## src/logic/dcmt_pkg.sv

```systemverilog
// Package of constants and carrier types for the DRAM command timing block
`default_nettype none

package dcmt_pkg;

    // Clock and conversion basis
    localparam int unsigned CLK_PERIOD_PS = 5000;

    // Cycle-counted spacings
    localparam int unsigned MODE_SET_SPACING_CYC = 4;
    localparam int unsigned WSTART_LONG_CYC = 4;
    localparam int unsigned WSTART_SHORT_CYC = 2;
    localparam int unsigned TERM_HIGH_SHORT_CYC = 4;
    localparam int unsigned TERM_HIGH_LONG_CYC = 6;
    localparam int unsigned ZQCS_CYC = 64;

    // Nanosecond figures (in ps) and their rounded cycle counts
    localparam int unsigned XP_MIN_CK = 3;
    localparam int unsigned XP_MIN_PS = 6000;
    localparam int unsigned XP_NS_CYC = (XP_MIN_PS + CLK_PERIOD_PS - 1) / CLK_PERIOD_PS;
    localparam int unsigned XP_CYC = (XP_NS_CYC > XP_MIN_CK) ? XP_NS_CYC : XP_MIN_CK;
    localparam int unsigned XPDLL_MIN_CK = 10;
    localparam int unsigned XPDLL_MIN_PS = 24000;
    localparam int unsigned XPDLL_NS_CYC =
        (XPDLL_MIN_PS + CLK_PERIOD_PS - 1) / CLK_PERIOD_PS;
    localparam int unsigned XPDLL_CYC =
        (XPDLL_NS_CYC > XPDLL_MIN_CK) ? XPDLL_NS_CYC : XPDLL_MIN_CK;
    localparam int unsigned ASYNC_TERM_MAX_PS = 8500;
    localparam int unsigned ASYNC_TERM_FLOOR = ASYNC_TERM_MAX_PS / CLK_PERIOD_PS;
    localparam int unsigned ASYNC_TERM_CYC = (ASYNC_TERM_FLOOR > 0) ? ASYNC_TERM_FLOOR : 1;
    localparam int unsigned ROW_OP_PS = 13500;
    localparam int unsigned ROW_OP_CYC = (ROW_OP_PS + CLK_PERIOD_PS - 1) / CLK_PERIOD_PS;
    localparam int unsigned REFRESH_OP_PS = 160000;
    localparam int unsigned REFRESH_OP_CYC =
        (REFRESH_OP_PS + CLK_PERIOD_PS - 1) / CLK_PERIOD_PS;
    localparam int unsigned REFRESH_INTERVAL_PS = 7800000;
    localparam int unsigned REFRESH_INTERVAL_CYC = REFRESH_INTERVAL_PS / CLK_PERIOD_PS;
    localparam int unsigned REFRESH_POSTPONE_MAX = 9;
    localparam int unsigned REFRESH_GAP_CYC = REFRESH_POSTPONE_MAX * REFRESH_INTERVAL_CYC;

    // Termination latency is write latency less two; this offset takes one more off for indexing
    localparam logic [4:0] TERM_LAT_INDEX_OFS = 5'h03;

    // Timer bank layout
    localparam int unsigned TMR_W = 16;
    localparam int unsigned T_MRS = 0;
    localparam int unsigned T_XP = 1;
    localparam int unsigned T_XPDLL = 2;
    localparam int unsigned T_WRPD = 3;
    localparam int unsigned T_OPS = 4;
    localparam int unsigned T_ZQ = 5;
    localparam int unsigned NUM_TMR = 6;

    // Burst modes held in mode_register_zero
    localparam logic [1:0] BM_BL8_FIXED = 2'h0;
    localparam logic [1:0] BM_OTF = 2'h1;
    localparam logic [1:0] BM_BC4_FIXED = 2'h2;

    // Reset values
    localparam logic [TMR_W-1:0] TMR_RST = 16'h0000;
    localparam logic [15:0] TERM_HIST_RST = 16'h0000;
    localparam logic [31:0] WPIPE_RST = 32'h0000_0000;
    localparam logic [2:0] TERM_CNT_RST = 3'h0;

    typedef enum logic [3:0] {
        CMD_NOP = 4'h0,
        CMD_MRS = 4'h1,
        CMD_REF = 4'h2,
        CMD_ACT = 4'h3,
        CMD_PRE = 4'h4,
        CMD_RD = 4'h5,
        CMD_RDA = 4'h6,
        CMD_WR = 4'h7,
        CMD_WRA = 4'h8,
        CMD_ZQCS = 4'h9
    } dcmt_op_t;

    typedef enum logic [2:0] {
        PS_ACTIVE = 3'h1,
        PS_PENDING = 3'h2,
        PS_DOWN = 3'h4
    } dcmt_pstate_t;

    typedef struct packed {
        dcmt_op_t op;
        logic otf_bc4;
    } dcmt_cmd_t;

    typedef struct packed {
        logic [4:0] write_latency_cycles;
        logic [3:0] wr_cycles;
        logic [1:0] burst_mode;
        logic dll_frozen_pd;
    } dcmt_mode_t;

endpackage

`default_nettype wire

```

## src/logic/dcmt_timer.sv

```systemverilog
// Down counter that holds off a dependent command until its count expires
`default_nettype none

module dcmt_timer
    import dcmt_pkg::*;
(
    // Clock and reset
    input wire logic mclk_in,
    input wire logic rst_n_in,
    // Load request
    input wire logic load_in,
    input wire logic [TMR_W-1:0] load_val_in,
    // Status
    output logic busy_out,
    output logic last_out
);

    logic [TMR_W-1:0] count_reg;
    logic [TMR_W-1:0] count_next;

    // A load only extends, so a short spacing never cuts a long one short
    always_comb begin
        count_next = count_reg;
        if (count_reg != TMR_RST) begin
            count_next = count_reg - 16'h0001;
        end
        if (load_in && (load_val_in > count_next)) begin
            count_next = load_val_in;
        end
    end

    always_ff @(posedge mclk_in or negedge rst_n_in) begin
        if (!rst_n_in) begin
            count_reg <= TMR_RST;
        end else begin
            count_reg <= count_next;
        end
    end

    assign busy_out = (count_reg != TMR_RST);
    assign last_out = (count_reg == 16'h0001);

endmodule

`default_nettype wire

```

## src/logic/dcmt_core.sv

```systemverilog
// Device-side command timing engine of a DDR3 memory
// Operation
// - Nanosecond minimums become rounded-up cycle counts at the average period; maxima round down.
// - Auto-precharge write recovery comes from the mode_register_zero field.
// - Internal write starts write latency plus four, or plus two for fixed chop.
// - Clock enable low may arrive mid row, precharge or refresh operation; low power waits for completion.
// - Asynchronous termination delays apply in frozen-DLL precharge power down.
// - After power down, read, read-precharge and sync termination need locked DLL.
// - A short calibration completes within 64 clock cycles.
// - No maximum clock period except meeting the refresh interval.
`default_nettype none

module dcmt_core
    import dcmt_pkg::*;
#(
    parameter int unsigned REFRESH_GAP_CYCLES = REFRESH_GAP_CYC
) (
    // Clock and reset
    input wire logic mclk_in,
    input wire logic rst_n_in,
    // Command bus as registered at each rising edge
    input wire dcmt_cmd_t cmd_in,
    input wire logic cke_in,
    input wire logic odt_in,
    // Mode register contents
    input wire dcmt_mode_t mode_in,
    // Device status
    output logic write_start_out,
    output logic low_power_out,
    output logic term_on_out,
    output logic zq_busy_out,
    output logic zq_done_out,
    output logic violation_out
);

    // Write decode, shared by several paths
    function automatic logic is_write(input dcmt_op_t op);
        is_write = (op == CMD_WR) || (op == CMD_WRA);
    endfunction

    // Commands that only a locked DLL can serve
    function automatic logic needs_locked_dll(input dcmt_op_t op, input logic odt_rise);
        needs_locked_dll = (op == CMD_RD) || (op == CMD_RDA) || odt_rise;
    endfunction

    dcmt_pstate_t state_reg;
    dcmt_pstate_t state_next;
    logic cke_prev_reg;
    logic odt_prev_reg;
    logic [15:0] term_hist_reg;
    logic [15:0] term_hist_next;
    logic term_reg;
    logic term_next;
    logic [31:0] wpipe_reg;
    logic [31:0] wpipe_next;
    logic [2:0] term_cnt_reg;
    logic [2:0] term_cnt_next;
    logic [2:0] term_need_reg;
    logic [2:0] term_need_next;
    logic [15:0] gap_cnt_reg;
    logic [15:0] gap_cnt_next;
    logic gap_armed_reg;
    logic gap_armed_next;
    logic zq_done_reg;
    logic viol_reg;
    logic viol_next;
    logic [NUM_TMR-1:0] tmr_load;
    logic [TMR_W-1:0] tmr_val [NUM_TMR];
    logic [NUM_TMR-1:0] tmr_busy;
    logic [NUM_TMR-1:0] tmr_last;
    logic cke_fall;
    logic cke_rise;
    logic pd_exit;
    logic odt_rise;
    logic odt_fall;
    logic wr_go;
    logic wr_bl8;
    logic [5:0] wdelay;
    logic [TMR_W-1:0] wr_recovery;

    // Edge and command decode
    assign cke_fall = cke_prev_reg && !cke_in;
    assign cke_rise = !cke_prev_reg && cke_in;
    assign pd_exit = cke_rise && (state_reg != PS_ACTIVE);
    assign odt_rise = odt_in && !odt_prev_reg;
    assign odt_fall = !odt_in && odt_prev_reg;
    assign wr_go = is_write(cmd_in.op);
    assign wr_bl8 = wr_go && ((mode_in.burst_mode == BM_BL8_FIXED) ||
                              ((mode_in.burst_mode == BM_OTF) && !cmd_in.otf_bc4));
    // Only a chop fixed by mode register shortens the start delay
    assign wdelay = {1'b0, mode_in.write_latency_cycles} +
                    ((mode_in.burst_mode == BM_BC4_FIXED) ? 6'(WSTART_SHORT_CYC)
                                                           : 6'(WSTART_LONG_CYC));
    // Start delay plus recovery cycles straight from the mode field, already rounded up
    assign wr_recovery = 16'(wdelay) + 16'(mode_in.wr_cycles);

    // Timer bank: one hold-off counter per parameter
    generate
        for (genvar i = 0; i < NUM_TMR; i++) begin : g_tmr
            dcmt_timer u_tmr (
                .mclk_in(mclk_in),
                .rst_n_in(rst_n_in),
                .load_in(tmr_load[i]),
                .load_val_in(tmr_val[i]),
                .busy_out(tmr_busy[i]),
                .last_out(tmr_last[i])
            );
        end
    endgenerate

    // Timer loads; each count is cycles minus one so the edge at the count is legal
    always_comb begin
        tmr_load[T_MRS] = (cmd_in.op == CMD_MRS);
        tmr_val[T_MRS] = 16'(MODE_SET_SPACING_CYC - 1);
        tmr_load[T_XP] = pd_exit;
        tmr_val[T_XP] = 16'(XP_CYC - 1);
        tmr_load[T_XPDLL] = pd_exit && mode_in.dll_frozen_pd;
        tmr_val[T_XPDLL] = 16'(XPDLL_CYC - 1);
        tmr_load[T_WRPD] = wr_go;
        tmr_val[T_WRPD] = (cmd_in.op == CMD_WRA) ? wr_recovery : wr_recovery - 16'h0001;
        // Auto-precharge finishes a row time after write recovery
        tmr_load[T_OPS] = (cmd_in.op == CMD_ACT) || (cmd_in.op == CMD_PRE) ||
                          (cmd_in.op == CMD_RDA) || (cmd_in.op == CMD_WRA) ||
                          (cmd_in.op == CMD_REF);
        tmr_val[T_OPS] = 16'(ROW_OP_CYC - 1);
        if (cmd_in.op == CMD_REF) begin
            tmr_val[T_OPS] = 16'(REFRESH_OP_CYC - 1);
        end else if (cmd_in.op == CMD_WRA) begin
            tmr_val[T_OPS] = wr_recovery + 16'(ROW_OP_CYC - 1);
        end
        tmr_load[T_ZQ] = (cmd_in.op == CMD_ZQCS);
        tmr_val[T_ZQ] = 16'(ZQCS_CYC - 1);
    end

    // Power state: entry waits until row, precharge and refresh work drains
    always_comb begin
        state_next = state_reg;
        case (state_reg)
            PS_ACTIVE: begin
                if (cke_fall) begin
                    state_next = tmr_busy[T_OPS] ? PS_PENDING : PS_DOWN;
                end
            end
            PS_PENDING: begin
                if (cke_rise) begin
                    state_next = PS_ACTIVE;
                end else if (!tmr_busy[T_OPS]) begin
                    state_next = PS_DOWN;
                end
            end
            PS_DOWN: begin
                if (cke_rise) begin
                    state_next = PS_ACTIVE;
                end
            end
            default: begin
                state_next = PS_ACTIVE;
            end
        endcase
    end

    // Termination: async delay in frozen power down, write-latency based otherwise
    always_comb begin
        term_hist_next = {term_hist_reg[14:0], odt_in};
        if ((state_reg == PS_DOWN) && mode_in.dll_frozen_pd) begin
            term_next = term_hist_reg[ASYNC_TERM_CYC - 1];
        end else begin
            term_next = term_hist_reg[4'(mode_in.write_latency_cycles - TERM_LAT_INDEX_OFS)];
        end
    end

    // Write start pipe copes with overlapping writes at minimum spacing
    always_comb begin
        wpipe_next = wpipe_reg >> 1;
        if (wr_go) begin
            wpipe_next[5'(wdelay - 6'h01)] = 1'b1;
        end
    end

    // Termination high-time tracking, restarted by an eight-beat write
    always_comb begin
        term_cnt_next = term_cnt_reg;
        term_need_next = term_need_reg;
        if (odt_rise || (odt_in && wr_bl8)) begin
            term_cnt_next = 3'h1;
            term_need_next = wr_bl8 ? 3'(TERM_HIGH_LONG_CYC) : 3'(TERM_HIGH_SHORT_CYC);
        end else if (odt_in && (term_cnt_reg != 3'h7)) begin
            term_cnt_next = term_cnt_reg + 3'h1;
        end
    end

    // Refresh gap; no other upper bound on time between clocks
    always_comb begin
        gap_armed_next = gap_armed_reg || (cmd_in.op == CMD_REF);
        gap_cnt_next = gap_cnt_reg;
        if (cmd_in.op == CMD_REF) begin
            gap_cnt_next = TMR_RST;
        end else if (gap_armed_reg && (gap_cnt_reg != 16'hFFFF)) begin
            gap_cnt_next = gap_cnt_reg + 16'h0001;
        end
    end

    // Sticky breach flag; only a reset and reinitialization clears it
    always_comb begin
        viol_next = viol_reg;
        if (tmr_load[T_MRS] && tmr_busy[T_MRS]) begin
            viol_next = 1'b1;
        end
        if ((cmd_in.op != CMD_NOP) && tmr_busy[T_XP]) begin
            viol_next = 1'b1;
        end
        if (needs_locked_dll(cmd_in.op, odt_rise) && tmr_busy[T_XPDLL]) begin
            viol_next = 1'b1;
        end
        if (cke_fall && (tmr_busy[T_WRPD] || (cmd_in.op == CMD_REF))) begin
            viol_next = 1'b1;
        end
        if (odt_fall && (term_cnt_reg < term_need_reg)) begin
            viol_next = 1'b1;
        end
        if (gap_armed_reg && (gap_cnt_reg >= 16'(REFRESH_GAP_CYCLES)) &&
            (cmd_in.op != CMD_REF)) begin
            viol_next = 1'b1;
        end
    end

    // Register stage for all groups above except the timer bank, which counts inside dcmt_timer
    always_ff @(posedge mclk_in or negedge rst_n_in) begin
        if (!rst_n_in) begin
            state_reg <= PS_ACTIVE;
            cke_prev_reg <= 1'b0;
            odt_prev_reg <= 1'b0;
            term_hist_reg <= TERM_HIST_RST;
            term_reg <= 1'b0;
            wpipe_reg <= WPIPE_RST;
            term_cnt_reg <= TERM_CNT_RST;
            term_need_reg <= TERM_CNT_RST;
            gap_cnt_reg <= TMR_RST;
            gap_armed_reg <= 1'b0;
            zq_done_reg <= 1'b0;
            viol_reg <= 1'b0;
        end else begin
            state_reg <= state_next;
            cke_prev_reg <= cke_in;
            odt_prev_reg <= odt_in;
            term_hist_reg <= term_hist_next;
            term_reg <= term_next;
            wpipe_reg <= wpipe_next;
            term_cnt_reg <= term_cnt_next;
            term_need_reg <= term_need_next;
            gap_cnt_reg <= gap_cnt_next;
            gap_armed_reg <= gap_armed_next;
            zq_done_reg <= tmr_last[T_ZQ];
            viol_reg <= viol_next;
        end
    end

    // Outputs
    assign write_start_out = wpipe_reg[0];
    assign low_power_out = (state_reg == PS_DOWN);
    assign term_on_out = term_reg;
    assign zq_busy_out = tmr_busy[T_ZQ];
    assign zq_done_out = zq_done_reg;
    assign violation_out = viol_reg;
endmodule

`default_nettype wire

```

## config.mk

```make
export PLATFORM = sky130hd
export DESIGN_NAME = dcmt_core
export DESIGN_NICKNAME = d
export VERILOG_FILES = /design/src/logic/dcmt_pkg.sv /design/src/logic/dcmt_timer.sv /design/src/logic/dcmt_core.sv
export SDC_FILE = /design/constraint.sdc
export NUM_CORES = 1
export LEC_CHECK = 0
export BUFFER_PORTS_ARGS = -buffer_cell sky130_fd_sc_hd__buf_2
export CELL_PAD_IN_SITES_DETAIL_PLACEMENT = 2
export CELL_PAD_IN_SITES_GLOBAL_PLACEMENT = 2
export CORE_MARGIN = 5
export CORE_UTILIZATION = 44
export DETAILED_ROUTE_END_ITERATION = 8
export PLACE_DENSITY = 0.82
export SKIP_CTS_REPAIR_TIMING = 1
export SLEW_MARGIN = 30
export SYNTH_ARGS = -nofsm -noshare
export SYNTH_HDL_FRONTEND = slang
export SYNTH_SLANG_ARGS = --single-unit
```

## constraint.sdc

```tcl
create_clock -name mclk_in -period 12.6 [get_ports mclk_in]
set_input_delay 0 -clock mclk_in [delete_from_list [all_inputs] [get_ports mclk_in]]
set_output_delay 0 -clock mclk_in [all_outputs]
set_load 0.03 [all_outputs]
```

# --- After elaboration in Yosys (flattened, before gate mapping) ---
# Cells that the tools add are included.
totals:
  regBits: 175
  in_bits: 21
  wordCells: 159
op_classes:
  order_cmp: 11
  add_sub_neg: 14
  eq_ne: 22
  n_bitwise: 1
  mux: 39
  n_reduce_logical: 54
ops:
  columns: ["operator", "count"]
  rows:
  - ["16-bit 2-to-1 mux", 15]
  - ["16-bit nonzero test", 6]
  - ["16-bit by 1-bit subtractor with 16-bit output (second input constant)", 6]
  - ["2-bit by 16-bit > comparator with 1-bit output (first input constant)", 2]
  - ["32-bit 2-to-1 mux", 1]
  - ["31-bit by 32-bit OR with 32-bit output", 1]
  - ["1-bit logical AND", 26]
  - ["3-bit 2-to-1 mux", 8]
  - ["16-bit by 1-bit adder with 16-bit output (second input constant)", 1]
  - ["16-bit by 1-bit == test with 1-bit output (second input constant)", 1]
  - ["4-bit by 3-bit == test with 1-bit output (second input constant)", 4]
  - ["16-bit by 14-bit >= comparator with 1-bit output (second input constant)", 1]
  - ["16-bit > comparator", 1]
  - ["4-bit by 16-bit > comparator with 1-bit output (first input constant)", 1]
  - ["6-bit by 16-bit > comparator with 1-bit output (first input constant)", 1]
  - ["8-bit by 16-bit > comparator with 1-bit output", 1]
  - ["8-bit 2-to-1 mux", 2]
  - ["16-bit inequality test (second input constant)", 1]
  - ["1-bit logical OR", 11]
  - ["1-bit 2-to-1 mux", 9]
  - ["3-bit one-hot mux with 3 select lines", 1]
  - ["7-bit by 2-bit adder with 8-bit output (second input constant)", 1]
  - ["4-bit by 2-bit == test with 1-bit output (second input constant)", 2]
  - ["4-bit == test (second input constant)", 2]
  - ["other kinds (30)", 36]

# --- Logic depth before layout (Yosys ltp) ---
depth:
  word_depth: 10
  mapped_depth: 24
  depth_no_buf: 22

# --- Modules after synthesis ---
# Synthesis repeated with hierarchy kept, for this count alone.
unflattened:
  cells_unflattened: 1267
  area_unflattened_um2: 12314.3
by_module_without_submodules:
  columns: ["module", "instances", "cells_per_inst", "area_per_inst_um2", "seq_area_each_um2"]
  rows:
  - ["dcmt_timer", 6, 149, 1401.3, 400.4]
  - ["dcmt_core", 1, 373, 3906.2, 1928.1]

# --- Worst setup path before layout ---
# No wires, ideal clock.
synth_path:
  kind: "input to register"
  startpoint: "in mode_in[1] in the netlist's numbering"
  endpoint: "reg g_tmr[3].u_tmr.count_reg[0]"
  path_slack_ps: 8023
  stages: 22
  path_buffers: 1
  t_required_ps: 12473
  arrival_time_ps: 4450
  cell_sequence: "nand2b_1 -> inv_1 -> ha_1 -> inv_1 -> fa_1 -> xor2_1 -> inv_1 -> ha_1 -> inv_1 -> a21oi_1 -> nor2_1 -> or3_1 -> nor3_1 -> xnor2_1 -> ha_1 -> nor2b_1 -> o32ai_1 -> a211oi_2 -> o31ai_2 -> a21o_1 -> buf_6 -> mux2_1"
synth_via:
  elab_chain_len: 9
synth_lines:
  columns: ["item", "line", "text"]
  rows:
  - ["from (decl)", "dcmt_core.sv:26", "input wire dcmt_mode_t mode_in,"]
  - ["2-bit == test *", "dcmt_core.sv:92", "((mode_in.burst_mode == BM_BC4_FIXED) ? 6'(WSTART_SHORT_CYC)"]
  - ["3-bit 2-to-1 mux *", "dcmt_core.sv:92", null]
  - ["5-bit by 3-bit adder with 6-bit output *", "dcmt_core.sv:91", "assign wdelay = {1'b0, mode_in.write_latency_cycles} +"]
  - ["6-bit by 4-bit adder with 7-bit output *", "dcmt_core.sv:95", "assign wr_recovery = 16'(wdelay) + 16'(mode_in.wr_cycles);"]
  - ["7-bit by 1-bit subtractor with 8-bit output", "dcmt_core.sv:120", "tmr_val[T_WRPD] = (cmd_in.op == CMD_WRA) ? wr_recovery : wr_recovery - 16'h0001;"]
  - ["16-bit 2-to-1 mux *", "dcmt_core.sv:120", null]
  - ["16-bit > comparator *", "dcmt_timer.sv:27", "if (load_in && (load_val_in > count_next)) begin"]
  - ["1-bit logical AND *", "dcmt_timer.sv:27", null]
  - ["16-bit 2-to-1 mux *", "dcmt_timer.sv:27", null]
  - ["net g_tmr[3].u_tmr.count_next[0]", "dcmt_timer.sv:19", "logic [TMR_W-1:0] count_next;"]
  - ["to (signal assigned)", "dcmt_timer.sv:36", "count_reg <= count_next;"]
  - ["to (decl)", "dcmt_timer.sv:18", "logic [TMR_W-1:0] count_reg;"]
# Mark *: on every way through the listed nets, which the timed path passes. The rest lies on a longest branch.
# A chain may end at the register's enable or synchronous reset.

# --- Worst setup path after layout ---
# Same ends and word-level chain as after synthesis.

==> reports/summary.json <==
{
  "cts_tree": {"value": "done"},
  "internal_power": {"value": 1270, "unit": "µW"},
  "clkPwrFrac": {"value": 27.6, "unit": "%"},
  "pwr-share-comb": {"value": 29.7, "unit": "%"},
  "rows": {"value": 54},
  "power.share.sequential": {"value": 42.7, "unit": "%"},
  "final_area": {"value": 10900, "unit": "µm²"},
  "layout_cell_share_with_drive_strength_beyond_1": {"value": 9.28, "unit": "%"},
  "start_kind": {"value": "input pin"},
  "grt_max_degree": {"value": 62},
  "number_of_buffer_and_inverter_instances_along_the_worst_setup_path": {"value": 6},
  "crit_path_cell_trace": {"value": "buf_2, nand2b_1, inv_1, ha_1, inv_1, fa_1, inv_1, ha_1, xor2_1, inv_1, ha_1, nand2_1, and3_1, o211a_1, nand4b_2, inv_2, ha_1, a211oi_1, nor3_1, o31ai_2, a21o_1, mux2_1"},
  "critical_path.max_stage_delay": {"value": 0.68, "unit": "ns"},
  "start_util": {"value": 44.8, "unit": "%"},
  "pin_count": {"value": 27},
  "final.setup_skew": {"value": 0.00917, "unit": "ns"},
  "timing.max_slew.rel_slack": {"value": 46.0, "unit": "%"},
  "synth_top_cell_area_share": {"value": 43.7, "unit": "%"},
  "asyncSetResetFlopFracSynth": {"value": 100, "unit": "%"},
  "cts_root_buf": {"value": "sky130_fd_sc_hd__clkbuf_16"},
  "layout-area-overhead-vs-synth": {"value": 10.9, "unit": "%"},
  "layout.filler_cells": {"value": 2285},
  "syn_nets": {"value": 1074},
  "layout.nets": {"value": 1105},
  "synth_top_cell_by_area": {"value": "sky130_fd_sc_hd__dfrtp_1"},
  "synth_flop_cell": {"value": "sky130_fd_sc_hd__dfrtp_1"},
  "worstMarginPinSlew": {"value": 0.803, "unit": "ns"},
  "setup_violations": {"value": 0},
  "synth_top_cells_by_area": {"value": "sky130_fd_sc_hd__dfrtp_1 44%, sky130_fd_sc_hd__ha_1 6.2%, sky130_fd_sc_hd__xnor2_1 5.3%"},
  "timing.critical_path.max_delay_family": {"value": "adder cells"},
  "setup_slack": {"value": 7.15, "unit": "ns"},
  "drc": {"value": 0},
  "route.vias.total": {"value": 7672},
  "critical_path_required": {"value": 12.91, "unit": "ns"},
  "hold_violations": {"value": 0},
  "critical_path.slowest_cell": {"value": "sky130_fd_sc_hd__a21o_1"},
  "vdd_ir_drop_max": {"value": 0.0000886, "unit": "V"},
  "dpl_cell_area": {"value": 10300, "unit": "µm²"},
  "power.leakage": {"value": 0.00506, "unit": "µW"},
  "cts_sinks": {"value": 173},
  "drtIter0Drc": {"value": 324},
  "max_freq": {"value": 0.184, "unit": "GHz"},
  "coreArea": {"value": 22000, "unit": "µm²"},
  "synth-seq-cells": {"value": 173},
  "cts.clk_slew.worst_paths": {"value": 0.07, "unit": "ns"},
  "cp_data_arrival_time": {"value": 5.76, "unit": "ns"},
  "insertion_delay": {"value": 0.44, "unit": "ns"},
  "routabilityCongestion": {"value": 0.827},
  "largest_register_ff_count": {"value": 96},
  "cts_htree_levels": {"value": 4},
  "via_to_cell_ratio": {"value": 5.79},
  "die_area": {"value": 25500, "unit": "µm²"},
  "worstSetupPathType": {"value": "input pin to flop"},
  "numPortBuffers": {"value": 26},
  "maxCapViolations": {"value": 0},
  "count_of_nets_left_with_antenna_violations_after_detail_routing": {"value": 0},
  "totalNegativeSetupSlack": {"value": 0, "unit": "ns"},
  "final.period_utilization": {"value": 43.2, "unit": "%"},
  "power-per-cell-area": {"value": 187, "unit": "nW/µm²"},
  "cp_max_fo": {"value": 17},
  "grt_antenna_before_repair": {"value": 1},
  "die_y": {"value": 160, "unit": "µm"},
  "number_of_enable_type_register_cells_in_the_synthesized_netlist": {"value": 0},
  "globalRoute.totalOverflow": {"value": 0},
  "hold_path.class": {"value": "input pin to flop"},
  "synthDistinctLibCells": {"value": 80},
  "drv_slew": {"value": 0},
  "worst_hold_slack": {"value": 0.0340, "unit": "ns"},
  "drt_wl_total": {"value": 28200, "unit": "µm"},
  "regArea": {"value": 4330, "unit": "µm²"},
  "grt_pass1_wl": {"value": 47100, "unit": "µm"},
  "layout_min_cycle_time": {"value": 5.45, "unit": "ns"},
  "mapped_avg_cell_area": {"value": 9.82, "unit": "µm²"},
  "netlist_area": {"value": 9840, "unit": "µm²"},
  "power_switching": {"value": 772, "unit": "µW"},
  "power.share.switching": {"value": 37.9, "unit": "%"},
  "ys_seq_area_share": {"value": 44.0, "unit": "%"},
  "grt_pass1_vias": {"value": 8691},
  "mostFrequentLayoutCell": {"value": "sky130_fd_sc_hd__dfrtp_1"},
  "multi_input_area": {"value": 5220, "unit": "µm²"},
  "pre_cts_slack": {"value": 6.89, "unit": "ns"},
  "dr.pass1.iters": {"value": 4},
  "setup_repair_after_global_routing_missed_its_margin": {"value": "no"},
  "timing.critical_path.to_type": {"value": "flop"},
  "fin_total_pwr": {"value": 2040, "unit": "µW"},
  "dp_hpwl": {"value": 19800, "unit": "µm"},
  "layout.cells.most_common_list": {"value": "172 x sky130_fd_sc_hd__dfrtp_1, 109 x sky130_fd_sc_hd__nor2_1, 67 x sky130_fd_sc_hd__nand2_1"},
  "grt_usage": {"value": 22.6, "unit": "%"},
  "tritoncts.num_buffers": {"value": 17},
  "synth_cells": {"value": 1002},
  "status": {"value": "finished, final reports clean"},
  "die_x": {"value": 160, "unit": "µm"},
  "number_of_warnings_printed_during_yosys_synthesis": {"value": 0},
  "wl_per_cell": {"value": 21.2, "unit": "µm"},
  "clk_path_buf_depth": {"value": 2}
}
area by class of cell:
class / instances / area share, %
antenna: 1 / 0.0229
clock buffer: 18 / 3.93
clock inverter: 13 / 1.66
inverter: 47 / 1.62
multi-input combinational: 757 / 47.8
sequential: 173 / 39.7
tap: 280 / 3.21
timing repair buffer: 37 / 2.12
kinds of logic (layout without fill, tap and decap cells):
| group | count (synthesis) | count (layout) | share of synthesized area, % |
|---|---|---|---|
| other cells | 1 | 2 | 0.0381 |
| buf+inv | 72 | 115 | 3.06 |
| xor+xnor | 103 | 103 | 9.17 |
| flops | 173 | 173 | 44.0 |
| mux | 33 | 33 | 3.93 |
| simple gates | 387 | 387 | 20.7 |
| fa+ha+maj | 51 | 51 | 6.64 |
| compound gates | 182 | 182 | 12.5 |
cell usage after synthesis, types with 9 or more instances:
library cell	count
sky130_fd_sc_hd__a21o_1	25
sky130_fd_sc_hd__a21oi_1	52
sky130_fd_sc_hd__a31oi_1	10
sky130_fd_sc_hd__and2_1	9
sky130_fd_sc_hd__clkbuf_1	17
sky130_fd_sc_hd__dfrtp_1	172
sky130_fd_sc_hd__ha_1	49
sky130_fd_sc_hd__inv_1	46
sky130_fd_sc_hd__mux2i_1	24
sky130_fd_sc_hd__nand2_1	67
sky130_fd_sc_hd__nand2b_1	10
sky130_fd_sc_hd__nand3_1	28
sky130_fd_sc_hd__nand4_1	11
sky130_fd_sc_hd__nor2_1	109
sky130_fd_sc_hd__nor2b_1	13
sky130_fd_sc_hd__nor3_1	41
sky130_fd_sc_hd__nor4_1	21
sky130_fd_sc_hd__o21ai_0	26
sky130_fd_sc_hd__o21bai_1	13
sky130_fd_sc_hd__or3_1	15
sky130_fd_sc_hd__xnor2_1	59
sky130_fd_sc_hd__xor2_1	44
power groups by stage:
stage | registers [µW] | clock network, µW | logic [µW]
global route | 891 | 605 | 681
detailed placement | 872 | 0 | 591
CTS | 870 | 576 | 613
finish | 870 | 563 | 605
global placement | 857 | 0 | 549
floorplan | 818 | 0 | 449
stage by stage:
step | util [%] | instances
after floorplan | - | 1002
after global placement | 46.7 | 1289
after detailed placement | 46.7 | 1289
after CTS | 49.5 | 1320
after global routing | 49.7 | 1325
final | 49.7 | 1326
metal layers:
| metal | part of all wire, % | wire, µm | track usage (%) | up-vias |
|---|---|---|---|---|
| li1 | - | - | - | 3606 |
| met1 | 45 | 12700 | 28.9 | 3960 |
| met2 | 52 | 14500 | 40.3 | 75 |
| met3 | 1.8 | 514 | 3.60 | 29 |
| met4 | 1.4 | 405 | 5.52 | 2 |
| met5 | 0.025 | 7 | 0 | - |
worst reg2reg max path, delay by kind of cell, from the launching register on:
| family | cells | cell delay [ns] |
|---|---|---|
| AOI/OAI and AO/OA | 8 | 2.25 |
| and+or+nand+nor | 4 | 1.46 |
| adders and majority gates | 2 | 0.55 |
| DFF | 1 | 0.42 |
| muxes | 1 | 0.39 |
| buffers and inverters | 1 | 0.12 |
worst paths after layout:
| check | from | endpoint | slack, ns | cells after the start |
|---|---|---|---|---|
| setup / recovery | mode_in[1] | g_tmr[3].u_tmr.count_reg[0] | 7.15 | 22 |
| hold / removal | mode_in[2] | term_need_reg[1] | 0.03 | 3 |
| setup reg to reg | g_tmr[3].u_tmr.count_reg[0] | g_tmr[3].u_tmr.count_reg[0] | 7.28 | 16 |
| hold reg to reg | term_hist_reg[12] | term_hist_reg[13] | 0.37 | 0 |
| max in group asynchronous | rst_n_in | g_tmr[2].u_tmr.count_reg[1] | 11.29 | 3 |
| min in group asynchronous | rst_n_in | g_tmr[5].u_tmr.count_reg[2] | 0.07 | 2 |
Power figures use the tool's default switching activity.
